$ cat src/logic/sps_pkg.sv
// Shared constants and types for the serial-link power-save ends
package sps_pkg;
    // ==========================================
    // Timing
    localparam int unsigned CLK_HZ = 25000000; // System clock rate
    localparam int unsigned POWER_ON_TIME_MS = 1000; // Power-on time before setup
    localparam int unsigned SETUP_WAIT_TIMEOUT_MS = 1000; // Setup wait after power-on
    localparam int unsigned TICK_US = 1000; // Millisecond tick period in us
    localparam int unsigned TICK_CYCLES = CLK_HZ / 1000000 * TICK_US; // Cycles per ms tick
    localparam int unsigned LINK_CLK_HZ = 1000000; // Serial clock rate after resume
    localparam int unsigned LINK_HALF_CYCLES = CLK_HZ / LINK_CLK_HZ / 2; // Half period of link clk
    // ==========================================
    // Setup fields
    localparam logic [15:0] INACT_NONE = 16'hffff; // Inactivity value declining power save
    localparam logic [15:0] INACT_RESET = 16'hffff; // Reset value of negotiated period
    localparam logic [7:0] RESUME_RESET = 8'h80; // Reset value of resume time in us
    // ==========================================
    // Slave power state
    typedef enum logic [1:0] {
        SPS_ST_POWERUP,
        SPS_ST_DESEL,
        SPS_ST_SEL,
        SPS_ST_SAVE
    } sps_state_t;
endpackage

$ cat src/logic/sps_link_if.sv
// Link between the power-save master end and slave end
`timescale 1ns/10ps
interface sps_link_if;
    logic link_clk; // Serial clock, master driven, mode 0 idle low
    logic slave_select_n; // Select, master driven, active low
    logic mosi; // Data master to slave
    logic miso_o; // Slave data out
    logic miso_oe_n; // Slave data enable, low while driving
    logic access_req_o; // Slave access request / interrupt level
    logic access_req_oe_n; // Request enable, low while driving
    modport slave_end (
        input link_clk,
        input slave_select_n,
        input mosi,
        output miso_o,
        output miso_oe_n,
        output access_req_o,
        output access_req_oe_n
    );
    modport master_end (
        output link_clk,
        output slave_select_n,
        output mosi,
        input miso_o,
        input miso_oe_n,
        input access_req_o,
        input access_req_oe_n
    );
endinterface

$ cat src/logic/sps_slave.sv
// Slave end: power-save entry and resume control
//
// Operation
// - All-ones inactivity period forbids power saving once deselected
// - Echo master's all-ones period in setup reply
// - Answer every setup request with setup reply
// - Enter power save after end-of-operation acknowledged
// - In power save drive no data, no request
// - No select within power-on plus setup wait time: power save
// - Master idles mode-zero signals before waking
// - Select leading edge resumes to selected state
// - Master holds select for resume time first
// - Master clocks at 1 MHz; slave ready
// - Select release returns to deselected state
// - Master end drives clock and select; slave end does not
// - Acked frames plus inactivity period: power save
// - Pending own access request blocks power save once deselected
`timescale 1ns/10ps
module sps_slave
    import sps_pkg::*;
(
    input wire logic clock,
    input wire logic reset,
    sps_link_if.slave_end link,
    input wire logic setup_request_frame, // Pulse: setup request decoded
    input wire logic [15:0] req_inactivity_period, // Period asked by master, ms
    output logic setup_reply_frame, // Pulse: send setup reply
    output logic [15:0] inactivity_period, // Period reported in reply, ms
    output logic [7:0] resume_time, // Resume time reported in reply, us
    input wire logic end_of_operation_event, // Pulse: end event sent
    input wire logic end_of_operation_acked, // Pulse: master acked end event
    input wire logic frames_acked, // Level: no unacked frames
    input wire logic access_request, // Level: slave wants the master
    input wire logic tx_bit, // Data bit to shift out
    output logic power_save, // Level: in power saving mode
    output logic selected, // Level: in selected state
    output logic ready_rx // Level: ready to receive data
);
    // ==========================================
    // State record
    typedef struct packed {
        logic [1:0] clk_sync; // Link clock synchroniser
        logic [1:0] sel_sync; // Select synchroniser
        logic sel_d; // Delayed synchronised select
        sps_state_t state; // Power state
        logic [15:0] tick; // Cycle count within one ms
        logic [15:0] ms; // Inactivity ms counter
        logic [15:0] period; // Negotiated inactivity period
        logic eoo_pend; // End event sent, awaiting ack
        logic reply; // Reply pulse
        logic miso; // Registered data out
    } sps_slv_t;

    sps_slv_t s_r;
    sps_slv_t s_nxt;
    logic sel_now; // Synchronised select asserted
    logic sel_rise; // Select leading edge
    logic ms_tick; // One ms elapsed

    assign sel_now = ~s_r.sel_sync[1];
    assign sel_rise = sel_now & ~s_r.sel_d;
    assign ms_tick = (s_r.tick == 16'(TICK_CYCLES - 1));

    // ==========================================
    // Next state
    always_comb
    begin
        s_nxt = s_r;
        s_nxt.clk_sync = {s_r.clk_sync[0], link.link_clk};
        s_nxt.sel_sync = {s_r.sel_sync[0], link.slave_select_n};
        s_nxt.sel_d = sel_now;
        s_nxt.reply = 1'b0;
        // Millisecond prescaler
        s_nxt.tick = ms_tick ? 16'h0000 : s_r.tick + 16'h0001;
        if (ms_tick && s_r.ms != 16'hffff)
        begin
            s_nxt.ms = s_r.ms + 16'h0001;
        end
        // Select restarts the inactivity count
        if (sel_now)
        begin
            s_nxt.ms = 16'h0000;
            s_nxt.tick = 16'h0000;
        end
        // Setup request answered with echoed period
        if (setup_request_frame)
        begin
            s_nxt.reply = 1'b1;
            s_nxt.period = req_inactivity_period;
        end
        if (end_of_operation_event)
        begin
            s_nxt.eoo_pend = 1'b1;
        end
        if (sel_now && s_r.clk_sync[1] && s_r.state == SPS_ST_SEL)
        begin
            s_nxt.miso = tx_bit;
        end
        case (s_r.state)
            SPS_ST_POWERUP:
            begin
                // Waiting for first select
                if (sel_rise)
                begin
                    s_nxt.state = SPS_ST_SEL;
                end
                else if (s_r.ms >= 16'(POWER_ON_TIME_MS + SETUP_WAIT_TIMEOUT_MS))
                begin
                    s_nxt.state = SPS_ST_SAVE;
                end
            end
            SPS_ST_DESEL:
            begin
                if (sel_rise)
                begin
                    s_nxt.state = SPS_ST_SEL;
                end
                else if (access_request)
                begin
                    s_nxt.state = SPS_ST_DESEL;
                end
                else if (s_r.period == INACT_NONE)
                begin
                    s_nxt.state = SPS_ST_DESEL;
                end
                else if (s_r.eoo_pend && end_of_operation_acked)
                begin
                    s_nxt.state = SPS_ST_SAVE;
                    s_nxt.eoo_pend = 1'b0;
                end
                else if (frames_acked && s_r.ms >= s_r.period)
                begin
                    s_nxt.state = SPS_ST_SAVE;
                end
            end
            SPS_ST_SEL:
            begin
                // Data phase; release ends it
                if (!sel_now)
                begin
                    s_nxt.state = SPS_ST_DESEL;
                end
            end
            SPS_ST_SAVE:
            begin
                s_nxt.miso = 1'b0;
                if (sel_rise)
                begin
                    s_nxt.state = SPS_ST_SEL;
                end
            end
            default:
            begin
                s_nxt.state = SPS_ST_POWERUP;
            end
        endcase
    end

    // ==========================================
    // State register
    always_ff @(posedge clock or posedge reset)
    begin
        if (reset)
        begin
            s_r <= '{clk_sync: 2'b00, sel_sync: 2'b11, sel_d: 1'b0,
                     state: SPS_ST_POWERUP, tick: 16'h0000, ms: 16'h0000,
                     period: INACT_RESET, eoo_pend: 1'b0, reply: 1'b0, miso: 1'b0};
        end
        else
        begin
            s_r <= s_nxt;
        end
    end

    // ==========================================
    // Outputs
    assign setup_reply_frame = s_r.reply;
    assign inactivity_period = s_r.period;
    assign resume_time = RESUME_RESET;
    assign power_save = (s_r.state == SPS_ST_SAVE);
    assign selected = (s_r.state == SPS_ST_SEL);
    assign ready_rx = selected;
    assign link.miso_o = s_r.miso;
    // Drive data only while selected and awake
    assign link.miso_oe_n = ~(selected && sel_now);
    // Request line held off in power save
    assign link.access_req_o = 1'b0;
    assign link.access_req_oe_n = ~(access_request && !power_save && !sel_now);
endmodule

$ cat src/flat_wrapper.sv
// flat-port wrapper written by rule: the top's interface ports become plain ports
module sps_slave_flat import sps_pkg::*;
  (clock, reset, setup_request_frame, req_inactivity_period, setup_reply_frame, inactivity_period, resume_time, end_of_operation_event, end_of_operation_acked, frames_acked, access_request, tx_bit, power_save, selected, ready_rx, link_link_clk, link_slave_select_n, link_mosi, link_miso_o, link_miso_oe_n, link_access_req_o, link_access_req_oe_n);
  sps_link_if link_i ();
  input wire logic clock;
  input wire logic reset;
  input wire logic setup_request_frame;
  input wire logic [15:0] req_inactivity_period;
  output logic setup_reply_frame;
  output logic [15:0] inactivity_period;
  output logic [7:0] resume_time;
  input wire logic end_of_operation_event;
  input wire logic end_of_operation_acked;
  input wire logic frames_acked;
  input wire logic access_request;
  input wire logic tx_bit;
  output logic power_save;
  output logic selected;
  output logic ready_rx;
  input wire logic [$bits(link_i.link_clk)-1:0] link_link_clk;
  input wire logic [$bits(link_i.slave_select_n)-1:0] link_slave_select_n;
  input wire logic [$bits(link_i.mosi)-1:0] link_mosi;
  output wire logic [$bits(link_i.miso_o)-1:0] link_miso_o;
  output wire logic [$bits(link_i.miso_oe_n)-1:0] link_miso_oe_n;
  output wire logic [$bits(link_i.access_req_o)-1:0] link_access_req_o;
  output wire logic [$bits(link_i.access_req_oe_n)-1:0] link_access_req_oe_n;
  assign link_i.link_clk = link_link_clk;
  assign link_i.slave_select_n = link_slave_select_n;
  assign link_i.mosi = link_mosi;
  assign link_miso_o = link_i.miso_o;
  assign link_miso_oe_n = link_i.miso_oe_n;
  assign link_access_req_o = link_i.access_req_o;
  assign link_access_req_oe_n = link_i.access_req_oe_n;
  sps_slave u_core (.clock(clock), .reset(reset), .link(link_i), .setup_request_frame(setup_request_frame), .req_inactivity_period(req_inactivity_period), .setup_reply_frame(setup_reply_frame), .inactivity_period(inactivity_period), .resume_time(resume_time), .end_of_operation_event(end_of_operation_event), .end_of_operation_acked(end_of_operation_acked), .frames_acked(frames_acked), .access_request(access_request), .tx_bit(tx_bit), .power_save(power_save), .selected(selected), .ready_rx(ready_rx));
endmodule
$ cat config.mk
export PLATFORM = sky130hd
export DESIGN_NAME = sps_slave_flat
export DESIGN_NICKNAME = d
export VERILOG_FILES = /design/src/logic/sps_pkg.sv /design/src/logic/sps_link_if.sv /design/src/logic/sps_slave.sv /design/src/flat_wrapper.sv
export SDC_FILE = /design/constraint.sdc
export NUM_CORES = 1
export LEC_CHECK = 0
export BUFFER_PORTS_ARGS = -buffer_cell sky130_fd_sc_hd__buf_4
export CAP_MARGIN = 20
export CORE_ASPECT_RATIO = 1.4
export CORE_MARGIN = 1.5
export CORE_UTILIZATION = 50
export CTS_CLUSTER_DIAMETER = 100
export DETAILED_ROUTE_END_ITERATION = 8
export GPL_TIMING_DRIVEN = 0
export PLACE_DENSITY = 0.84
export SLEW_MARGIN = 20
export SYNTH_ARGS = -nofsm -noshare
export SYNTH_HDL_FRONTEND = slang
export SYNTH_SLANG_ARGS = --single-unit
$ cat constraint.sdc
create_clock -name clock -period 2.5 [get_ports clock]
set_clock_uncertainty 0.05 [all_clocks]
set_input_delay 0 -clock clock [delete_from_list [all_inputs] [get_ports clock]]
set_output_delay 0 -clock clock [all_outputs]
set_load 0.05 [all_outputs]
==> impl_results.md, run 1 <==
- Outcome: finished, violations left
- Failing checks: negative setup slack
- R2R setup slack: -0.05 ns
- HP Class: in2reg
- Total grt overflow: 0
- Max Fclk: 392 MHz
- Die width: 70.4 µm
- Hold Vio Cnt, Final: 0
- Synth Area per Inst: 9.52 µm²
- Post-Synth Simple-Gate Area: 20.7%
- Vias: 2731
- Xor and xnor fraction of the mapped netlist area: 7.44%
- EDFF count, synth: 0
- Clk_lat worst skew: 0.34 ns
- I/O pins: 59
- Number of synthesis warnings: 0
- FF+latch count, synth: 58
- DRC: 0
- Largest family of logic cells by synthesized area: simple AND/OR/NAND/NOR gates
- Crit path capture type: flop
- Worst path slowest cell: or4_4
- Clock transition at path regs: 0.07 ns
- Max FO, Critical Path: 4
- Yosys cell types: 42
- Most common cell after layout, fill and taps aside: buf_4
- CTS root buf: clkbuf_8
- Remaining antenna violation count: 0
- Worst r2r path cells: 6
- GPL Wtd Cong: 0.871
- Seq pwr share: 37.5%
- CP delay by family, top: simple AND/OR/NAND/NOR gates
- Cell internal pwr: 1.99 mW
- Worst path max stage delay: 0.57 ns
- R2r endpoint: u_core.s_r[24]
- Clock tree buffer depth: 2
- Power, Total: 2.85 mW
- Buf+Inv Stages, Crit Path: 0
- Clk sinks: 58
- Vias in the first global route: 2676
- Initial antenna violation count: 0
- Slew Viols, Final: 0
- Core Util, Final: 68.3%
- Per-cell routed wire length: 15.0 µm
- Die area: 6860 µm²
- Leakage: 2.03 nW
- Worst Max-Slew Pin Slew: 0.689 ns
- Critical-path cell list: or4_4 -> or4_4 -> a31oi_4 -> nand4_2 -> or3_1 -> a21oi_2
- Post-synthesis compound-gate area fraction: 7.87%
- Top_reg_cell synth: dfrtp_1
- Post-DP HPWL: 5010 µm
- Setup crit start: u_core.s_r[47]
- FF-to-FF Start: u_core.s_r[47]
- Post-synthesis sequential area ratio: 46.3%
- Pwr Density: 677 nW/µm²
- Arrival time at the worst endpoint: 2.77 ns
- IO Port Bufs: 48
- Power share of the combinational group: 24.5%
- Routed Wire Length: 7580 µm
- TritonCTS Buffers: 9
- Area Growth Syn to Fin: 32.5%
- First-pass GRT wire length: 12300 µm
- Share of cells above drive strength 1: 27.6%
- End point of the critical path: u_core.s_r[24]
- Setup WS post-layout: -0.0496 ns
- All-Layer GR Usage: 23.1%
- Crit start category: flop
- Mapped Area: 3180 µm²
- H-tree levels: 3
- Via density: 5.40
- Initial drt markers: 178
- Fin nets: 475
- Switching part of the total: 30.4%
- Synth Area in Adders: 7.47%
- Fin crit share: 102%
- Slew margin rel.: 54.1%
- Largest net degree at the start of global routing: 59
- Crit Path Category: reg2reg
- Std-Cell Rows: 34
- # diodes: 0
- Worst path depth: 6
- # fillers: 426
- RSZ-0062 raised after global routing: true
- CTS tree: built
- Final min period: 2.55 ns
- Die Y: 97.4 µm
- Mux share of post-synthesis cell area: 0.669%
- Starting density of the core: 51.6%
- Max Cap Viol: 0
- Worst EP required: 2.72 ns
- Peak supply drop: 428 µV
- Clock Power Share: 38.1%
- Most used cell, CP: or4_4
- NetSw: 868 µW
- Most frequent cells in the layout: buf_4, nor2_1, dfrtp_1, nand2_1, dlygate4sd3_1
- Post-synth ARST share: 100%
- Post-synthesis cell count: 334
- # setup viols final: 4
- Initial DRT Pass Iterations: 6
- Core area: 6170 µm²
-- layout make-up --
type                            count  area, µm²  area share (%)
Sequential cell                    58       1470            35.0
Multi-Input combinational cell    231       1450            34.5
Timing Repair Buffer               77        644            15.3
Buffer                             33        225            5.35
Clock buffer                       12        155            3.68
Clock inverter                      4       97.6            2.32
Tap cell                           72       90.1            2.14
Inverter                           19       73.8            1.75
-- state kept, by name (all words and copies together), names as in the netlist --
signal                    flops
u_core.inactivity_period     16
u_core.link.miso_o            1
u_core.s_nxt                  2
u_core.s_r                   38
u_core.setup_reply_frame      1
-- cell usage after synthesis (14+ instances only) --
master,number,area (µm²)
nor2_1,40,150
buf_4,26,195
ha_1,19,238
nand2_1,32,120
nand4_1,14,87.6
o21ai_0,20,100
nand3_1,16,80.1
dfrtp_1,40,1000
dfstp_2,18,473
xor2_1,17,149
inv_1,18,67.6
-- per-layer routing --
layer | up-vias | routed length, µm | track usage (%)
li1 | 1298 | - | -
met1 | 1307 | 2810 | 25.0
met2 | 104 | 4130 | 41.7
met3 | 22 | 393 | 4.56
met4 | 0 | 242 | 12.0
met5 | - | 0 | 0
-- worst min path at each step --
stage                            from                to  slack [ns]  depth (start not counted)
3_3_place_gp      link_slave_select_n  u_core.s_nxt[55]        0.06                          1
2_1_floorplan     link_slave_select_n  u_core.s_nxt[55]       -0.05                          0
5_1_grt        end_of_operation_acked    u_core.s_r[52]        0.07                          5
6_report       end_of_operation_acked    u_core.s_r[52]        0.05                          5
4_1_cts        end_of_operation_acked    u_core.s_r[52]        0.04                          5
3_5_place_dp            link_link_clk  u_core.s_nxt[57]        0.06                          1
-- power by group through the flow --
stage | registers [mW] | logic (mW) | clock network, mW
2_1_floorplan | 1.08 | 0.470 | 0
3_3_place_gp | 1.08 | 0.645 | 0
3_5_place_dp | 1.08 | 0.658 | 0
4_1_cts | 1.06 | 0.694 | 1.10
5_1_grt | 1.07 | 0.739 | 1.15
6_report | 1.07 | 0.698 | 1.09
-- cells by family after synthesis --
family,Yosys count
XOR/XNOR,27
AO/OA/AOI/OAI,41
flip-flops,58
buffers and inverters,52
AND/OR/NAND/NOR,133
other,2
adder cells (fa/ha/maj),19
multiplexers,2
-- what timing repair did --
item                       in CTS  in global routing
hold buffers                   25                  0
pin swaps                       1                  4
setup endpoints to repair       8                 17
resized for setup               1                  4
hold endpoints to repair       62                  0
cloned                          0                  0
buffers inserted                2                  2
-- worst register-to-register path: cells and delay by family, from the launching register on --
family	cells	cell delay, ns
flip-flops	1	0.41
AND/OR/NAND/NOR	4	1.64
AO/OA/AOI/OAI	2	0.38
-- per-stage QoR --
stage	area [µm²]	hold slack, ns	setup WS [ns]	TNS [ns]	cells
4_1_cts	4180	0.0423	0.0102	0	504
3_3_place_gp	3660	0.0605	-0.0421	-0.154	461
6_report	4210	0.0479	-0.0496	-0.116	506
5_1_grt	4210	0.0704	-0.0866	-0.847	506
2_1_floorplan	3210	-0.0455	0.146	0	341
3_5_place_dp	3660	0.0606	-0.0548	-0.246	461
Power figures use the tool's default switching activity.
==> run 2: changes to the inputs <==
--- a/config.mk
+++ b/config.mk
@@ -14,6 +14,7 @@
 export DETAILED_ROUTE_END_ITERATION = 8
 export GPL_TIMING_DRIVEN = 0
 export PLACE_DENSITY = 0.84
+export SKIP_CTS_REPAIR_TIMING = 1
 export SLEW_MARGIN = 20
 export SYNTH_ARGS = -nofsm -noshare
 export SYNTH_HDL_FRONTEND = slang
==> run 2 against run 1 <==
Highest routed layer unchanged. Sequential power barely moved. Cell count down 0.20%. Sequential share of layout area increased by 0.11 points. Clock power barely moved. The run still ends with negative setup slack left. Critical path type unchanged. Register-to-register slack is essentially flat. Setup slack got worse by 0.012 ns. Critical endpoint unchanged. Non-clock buffer count is 1 lower.
==> impl_results.md, run 2 (synthesis gave the netlist of run 1 again) <==
- Vias in the first global route: 2515 (-6.0%)
- Hold path startpoint: link_slave_select_n
- Setup WS post-layout: -0.0620 ns (-0.0124 ns)
- Worst path max stage delay: 0.57 ns (about the same)
- Pwr Density: 679 nW/µm² (+0.18%)
- Worst EP required: 2.73 ns (about the same)
- Max Fclk: 390 MHz (-0.48%)
- Initial DRT Pass Iterations: 6 (unchanged)
- CTS tree: built
- Cell internal pwr: 1.98 mW (-0.14%)
- # diodes: 0 (unchanged)
- Leakage: 2.03 nW (about the same)
- Hold Path End: u_core.s_nxt[55]
- Crit path capture type: flop
- R2R setup slack: -0.06 ns (about the same)
- Slew Viols, Final: 0 (unchanged)
- Most frequent cells in the layout: buf_4, nor2_1, dfrtp_1, nand2_1, dlygate4sd3_1
- Remaining antenna violation count: 0 (unchanged)
- Fin nets: 474 (-0.21%)
- Clk_lat worst skew: 0.35 ns (about the same)
- Switching part of the total: 30.4% (about the same)
- Crit Path Category: reg2reg
- # fillers: 431 (+1.2%)
- Power share of the combinational group: 24.3% (-0.2 points)
- Hold depth: 2 (-3)
- Per-cell routed wire length: 14.8 µm (-0.97%)
- Most common cell after layout, fill and taps aside: buf_4
- Total grt overflow: 0 (unchanged)
- Arrival time at the worst endpoint: 2.79 ns (+0.02 ns)
- Vias: 2718 (-0.48%)
- H-tree levels: 3 (unchanged)
- Clock transition at path regs: 0.07 ns (about the same)
- Post-DP HPWL: 5010 µm (unchanged)
- Critical-path cell list: or4_4 -> or4_4 -> a31oi_4 -> nand4_2 -> or3_1 -> a21oi_2
- Outcome: finished, violations left
- GPL Wtd Cong: 0.871 (unchanged)
- Starting density of the core: 51.6% (unchanged)
- Worst Max-Slew Pin Slew: 0.719 ns (+0.0295 ns)
- Failing checks: negative setup slack
- Max reg flops: 38 (unchanged)
- Max Cap Viol: 0 (unchanged)
- Peak supply drop: 435 µV (+1.6%)
- IO Port Bufs: 48 (unchanged)
- Core area: 6170 µm² (unchanged)
- Final min period: 2.56 ns (+0.0124 ns)
- DRC: 0 (unchanged)
- Routed Wire Length: 7490 µm (-1.2%)
- I/O pins: 59 (unchanged)
- Slew margin rel.: 51.6% (-2.4 points)
- Clock tree buffer depth: 2 (unchanged)
- Die area: 6860 µm² (unchanged)
- Worst hold slack: 0.252 ns (+0.204 ns)
- Largest net degree at the start of global routing: 59 (unchanged)
- Die width: 70.4 µm (unchanged)
- HP Class: in2reg
- Worst r2r path cells: 6 (unchanged)
- # setup viols final: 8 (+4)
- Seq pwr share: 37.5% (about the same)
- Initial antenna violation count: 0 (unchanged)
- CTS root buf: clkbuf_8
- Core Util, Final: 68.1% (-0.22 points)
- Most used cell, CP: or4_4
- Max FO, Critical Path: 6 (+2)
- All-Layer GR Usage: 21.2% (-1.9 points)
- RSZ-0062 raised after global routing: true
- Clk sinks: 58 (unchanged)
- Clock Power Share: 38.2% (about the same)
- Most flop-heavy register: u_core.s_r
- Initial drt markers: 169 (-5.1%)
- Share of cells above drive strength 1: 27.5% (-0.17 points)
- Std-Cell Rows: 34 (unchanged)
- R2r endpoint: u_core.s_r[24]
- FF-to-FF Start: u_core.s_r[38]
- Area Growth Syn to Fin: 32.0%
- Worst path slowest cell: or4_4
- Die Y: 97.4 µm (unchanged)
- Hold Vio Cnt, Final: 0 (unchanged)
- TritonCTS Buffers: 9 (unchanged)
- Via density: 5.38 (-0.28%)
- First-pass GRT wire length: 11300 µm (-7.8%)
- Fin crit share: 102% (+0.50 points)
- NetSw: 867 µW (-0.16%)
- Crit start category: flop
-- run 2: cell count changes in the layout (fill, tap and decap cells not counted) --
cell and change:
buf_4 +1, nor4_2 -1, nor4_1 +1, clkbuf_1 -1, buf_6 -1
-- run 2: area by class of cell --
| class | instances | area, µm² | area share [%] |
|---|---|---|---|
| Multi-Input combinational cell | 231 | 1450 | 34.4 |
| Timing Repair Buffer | 77 | 641 | 15.3 |
| Inverter | 19 | 73.8 | 1.76 |
| Sequential cell | 58 | 1470 | 35.1 |
| Buffer | 32 | 221 | 5.27 |
| Clock buffer | 12 | 155 | 3.69 |
| Tap cell | 72 | 90.1 | 2.15 |
| Clock inverter | 4 | 97.6 | 2.32 |
-- run 2: routing by layer --
metal  global-route usage, %  up-vias  wire length [µm]
met1                    22.5     1334              2900
li1                        -     1296                 -
met3                    4.15       14               266
met5                       0        -                 0
met2                    38.9       74              4150
met4                    10.9        0               170
-- run 2: power groups by stage --
stage	Sequential (mW)	Clock [mW]	Combinational [mW]
floorplan	1.08	0	0.470
global placement	1.08	0	0.645
detailed placement	1.08	0	0.658
CTS	1.06	1.10	0.660
global route	1.07	1.14	0.735
finish	1.07	1.09	0.692
-- run 2: how the worst max path moves through the flow --
stage                              start             end  slack (ns)  depth (start not counted)
after floorplan           u_core.s_r[44]  u_core.s_r[24]        0.15                          6
after global placement    u_core.s_r[44]  u_core.s_r[30]       -0.04                          7
after detailed placement  u_core.s_r[44]  u_core.s_r[34]       -0.05                          7
after CTS                 u_core.s_r[44]  u_core.s_r[34]       -0.07                          7
after global routing      u_core.s_r[38]  u_core.s_r[31]       -0.15                          7
final                     u_core.s_r[38]  u_core.s_r[24]       -0.06                          6
-- run 2: worst max-delay path: cells and delay by family (launching register included) --
kind               cells  cell delay (ns)
and+or+nand+nor        4             1.64
AOI/OAI and AO/OA      2             0.38
DFF                    1             0.43
-- run 2: per-stage QoR --
step | setup TNS, ns | cell area [µm²] | worst slack [ns] | power (mW) | instances
final | -0.237 | 4200 | -0.0620 | 2.85 | 505
after global routing | -1.18 | 4200 | -0.149 | 2.95 | 505
after CTS | -0.385 | 3910 | -0.0695 | 2.82 | 477
after detailed placement | -0.246 | 3660 | -0.0548 | 1.74 | 461
after global placement | -0.154 | 3660 | -0.0421 | 1.72 | 461
after floorplan | 0 | 3210 | 0.146 | 1.55 | 341
==> run 3: changes to the inputs <==
--- a/config.mk
+++ b/config.mk
@@ -13,7 +13,7 @@
 export CTS_CLUSTER_DIAMETER = 100
 export DETAILED_ROUTE_END_ITERATION = 8
 export GPL_TIMING_DRIVEN = 0
-export PLACE_DENSITY = 0.84
+export PLACE_DENSITY = 0.76
 export SKIP_CTS_REPAIR_TIMING = 1
 export SLEW_MARGIN = 20
 export SYNTH_ARGS = -nofsm -noshare
==> run 3 against run 2 <==
The run ends with negative hold slack, negative setup slack left. Critical path depth is 1 higher. Hold slack worse by 0.27 ns. Sequential share of layout area rose by 0.70 points. Critical path type unchanged. Largest cell class unchanged.
==> impl_results.md, run 3 (synthesis gave the netlist of run 1 again) <==
- Hold Vio Cnt, Final: 1 (+1)
- Worst path max stage delay: 0.57 ns (about the same)
- Clock tree buffer depth: 2 (unchanged)
- Per-cell routed wire length: 14.3 µm (-3.3%)
- All-Layer GR Usage: 21.5% (+0.22 points)
- Routed Wire Length: 7210 µm (-3.7%)
- Clk_lat worst skew: 0.34 ns (about the same)
- Die Y: 97.4 µm (unchanged)
- Worst EP required: 2.66 ns (-0.07 ns)
- # diodes: 0 (unchanged)
- Std-Cell Rows: 34 (unchanged)
- Slew Viols, Final: 0 (unchanged)
- Initial DRT Pass Iterations: 4 (-2)
- Setup WS post-layout: -0.0613 ns (+0.000624 ns)
- IO Port Bufs: 48 (unchanged)
- Share of cells above drive strength 1: 26.7% (-0.80 points)
- Critical-path cell list: or4_1 -> or4_4 -> a31oi_4 -> nand4_4 -> buf_4 -> o21ai_0 -> a21oi_2
- First-pass GRT wire length: 11600 µm (+2.8%)
- Area Growth Syn to Fin: 29.5%
- Starting density of the core: 51.6% (unchanged)
- Total grt overflow: 0 (unchanged)
- Fin nets: 472 (-0.42%)
- Buf+Inv Stages, Crit Path: 1 (+1)
- H-tree levels: 3 (unchanged)
- Worst path slowest cell: or4_4
- Worst Max-Slew Pin Slew: 0.689 ns (-0.0298 ns)
- Arrival time at the worst endpoint: 2.72 ns (-0.07 ns)
- Failing checks: negative hold slack, negative setup slack
- Slew margin rel.: 53.7% (+2.0 points)
- Max Cap Viol: 0 (unchanged)
- Most frequent cells in the layout: buf_4, nor2_1, dfrtp_1, nand2_1, dlygate4sd3_1
- Largest net degree at the start of global routing: 59 (unchanged)
- CTS root buf: clkbuf_8
- Crit Path Category: reg2reg
- Setup TNS Final: -0.203 ns (+0.0342 ns)
- Vias in the first global route: 2620 (+4.2%)
- Clock transition at path regs: 0.06 ns (about the same)
- Outcome: finished, violations left
- Leakage: 2.00 nW (-1.7%)
- Crit start category: flop
- Die width: 70.4 µm (unchanged)
- Max Fclk: 390 MHz (about the same)
- Core area: 6170 µm² (unchanged)
- Placed cells: 461 (unchanged)
- DRC: 0 (unchanged)
- Most common cell after layout, fill and taps aside: buf_4
- I/O pins: 59 (unchanged)
- Max reg flops: 38 (unchanged)
- Final min period: 2.56 ns (-0.000624 ns)
- Via density: 5.22 (-3.0%)
- Post-DP HPWL: 5080 µm (+1.4%)
- Power, Total: 2.60 mW (-8.9%)
- Most flop-heavy register: u_core.s_r
- CP delay by family, top: simple AND/OR/NAND/NOR gates
- # setup viols final: 8 (unchanged)
- Worst hold slack: -0.0171 ns (-0.269 ns)
- Vias: 2626 (-3.4%)
- Peak supply drop: 401 µV (-7.9%)
- CTS tree: built
- Initial drt markers: 153 (-9.5%)
- Pwr Density: 630 nW/µm² (-7.1%)
- Clk sinks: 58 (unchanged)
- R2R setup slack: -0.06 ns (about the same)
- HP Class: in2reg
- Die area: 6860 µm² (unchanged)
- Crit path capture type: flop
- Initial antenna violation count: 0 (unchanged)
- Max FO, Critical Path: 6 (unchanged)
- Fin crit share: 102% (about the same)
- GPL Wtd Cong: 0.839 (-3.7%)
- Finished Layout Cells: 503 (-0.40%)
- TritonCTS Buffers: 9 (unchanged)
- Remaining antenna violation count: 0 (unchanged)
- RSZ-0062 raised after global routing: true
[run 3: area by class of cell]
class	count	area, µm²
fill	495	2050
tap	72	90.1
inverter	19	73.8
clock inverter	3	40.0
buffer	33	225
sequential	58	1480
timing repair buffer	74	616
clock buffer	13	149
multi-input combinational	231	1450
[run 3: per-layer routing]
metal	share of wire, %	track usage, %	vias up
met3	3.3	3.53	20
met1	39	24.1	1258
met4	3.3	12.4	0
li1	-	-	1288
met5	0	0	-
met2	55	37.7	60
[run 3: worst reg2reg max path, delay by kind of cell, from the launching register on]
kind	cells	cell delay, ns
and+or+nand+nor	3	1.22
AOI/OAI and AO/OA	3	0.61
DFF	1	0.41
buffers and inverters	1	0.16
[run 3: where the power goes]
group / leakage (nW) / switching, mW / internal (mW)
Clock: 0.0974 / 0.355 / 0.485
Combinational: 1.18 / 0.436 / 0.252
Sequential: 0.723 / 0.0550 / 1.01
Total: 2.00 / 0.846 / 1.75
[run 3: stage by stage]
| stage | util, % | hold slack, ns | worst slack, ns | cell area (µm²) |
|---|---|---|---|---|
| after floorplan | - | -0.0455 | 0.146 | 3210 |
| after global placement | 59.3 | 0.0596 | -0.0394 | 3660 |
| after detailed placement | 59.3 | 0.0606 | -0.0576 | 3660 |
| after CTS | 62.4 | -0.292 | -0.0718 | 3850 |
| after global routing | 66.8 | 0.0272 | -0.131 | 4120 |
| final | 66.8 | -0.0171 | -0.0613 | 4120 |
[run 3: path summary, 6_finish.rpt]
check	to	startpoint	depth (start not counted)
worst max-delay path	u_core.s_r[24]	u_core.s_r[44]	7
worst min-delay path	u_core.s_r[2]	end_of_operation_acked	3
worst max register to register	u_core.s_r[24]	u_core.s_r[44]	7
worst min register to register	u_core.s_r[57]	u_core.s_nxt[57]	0
max in group asynchronous	u_core.s_r[38]	reset	3
min in group asynchronous	u_core.setup_reply_frame	reset	3
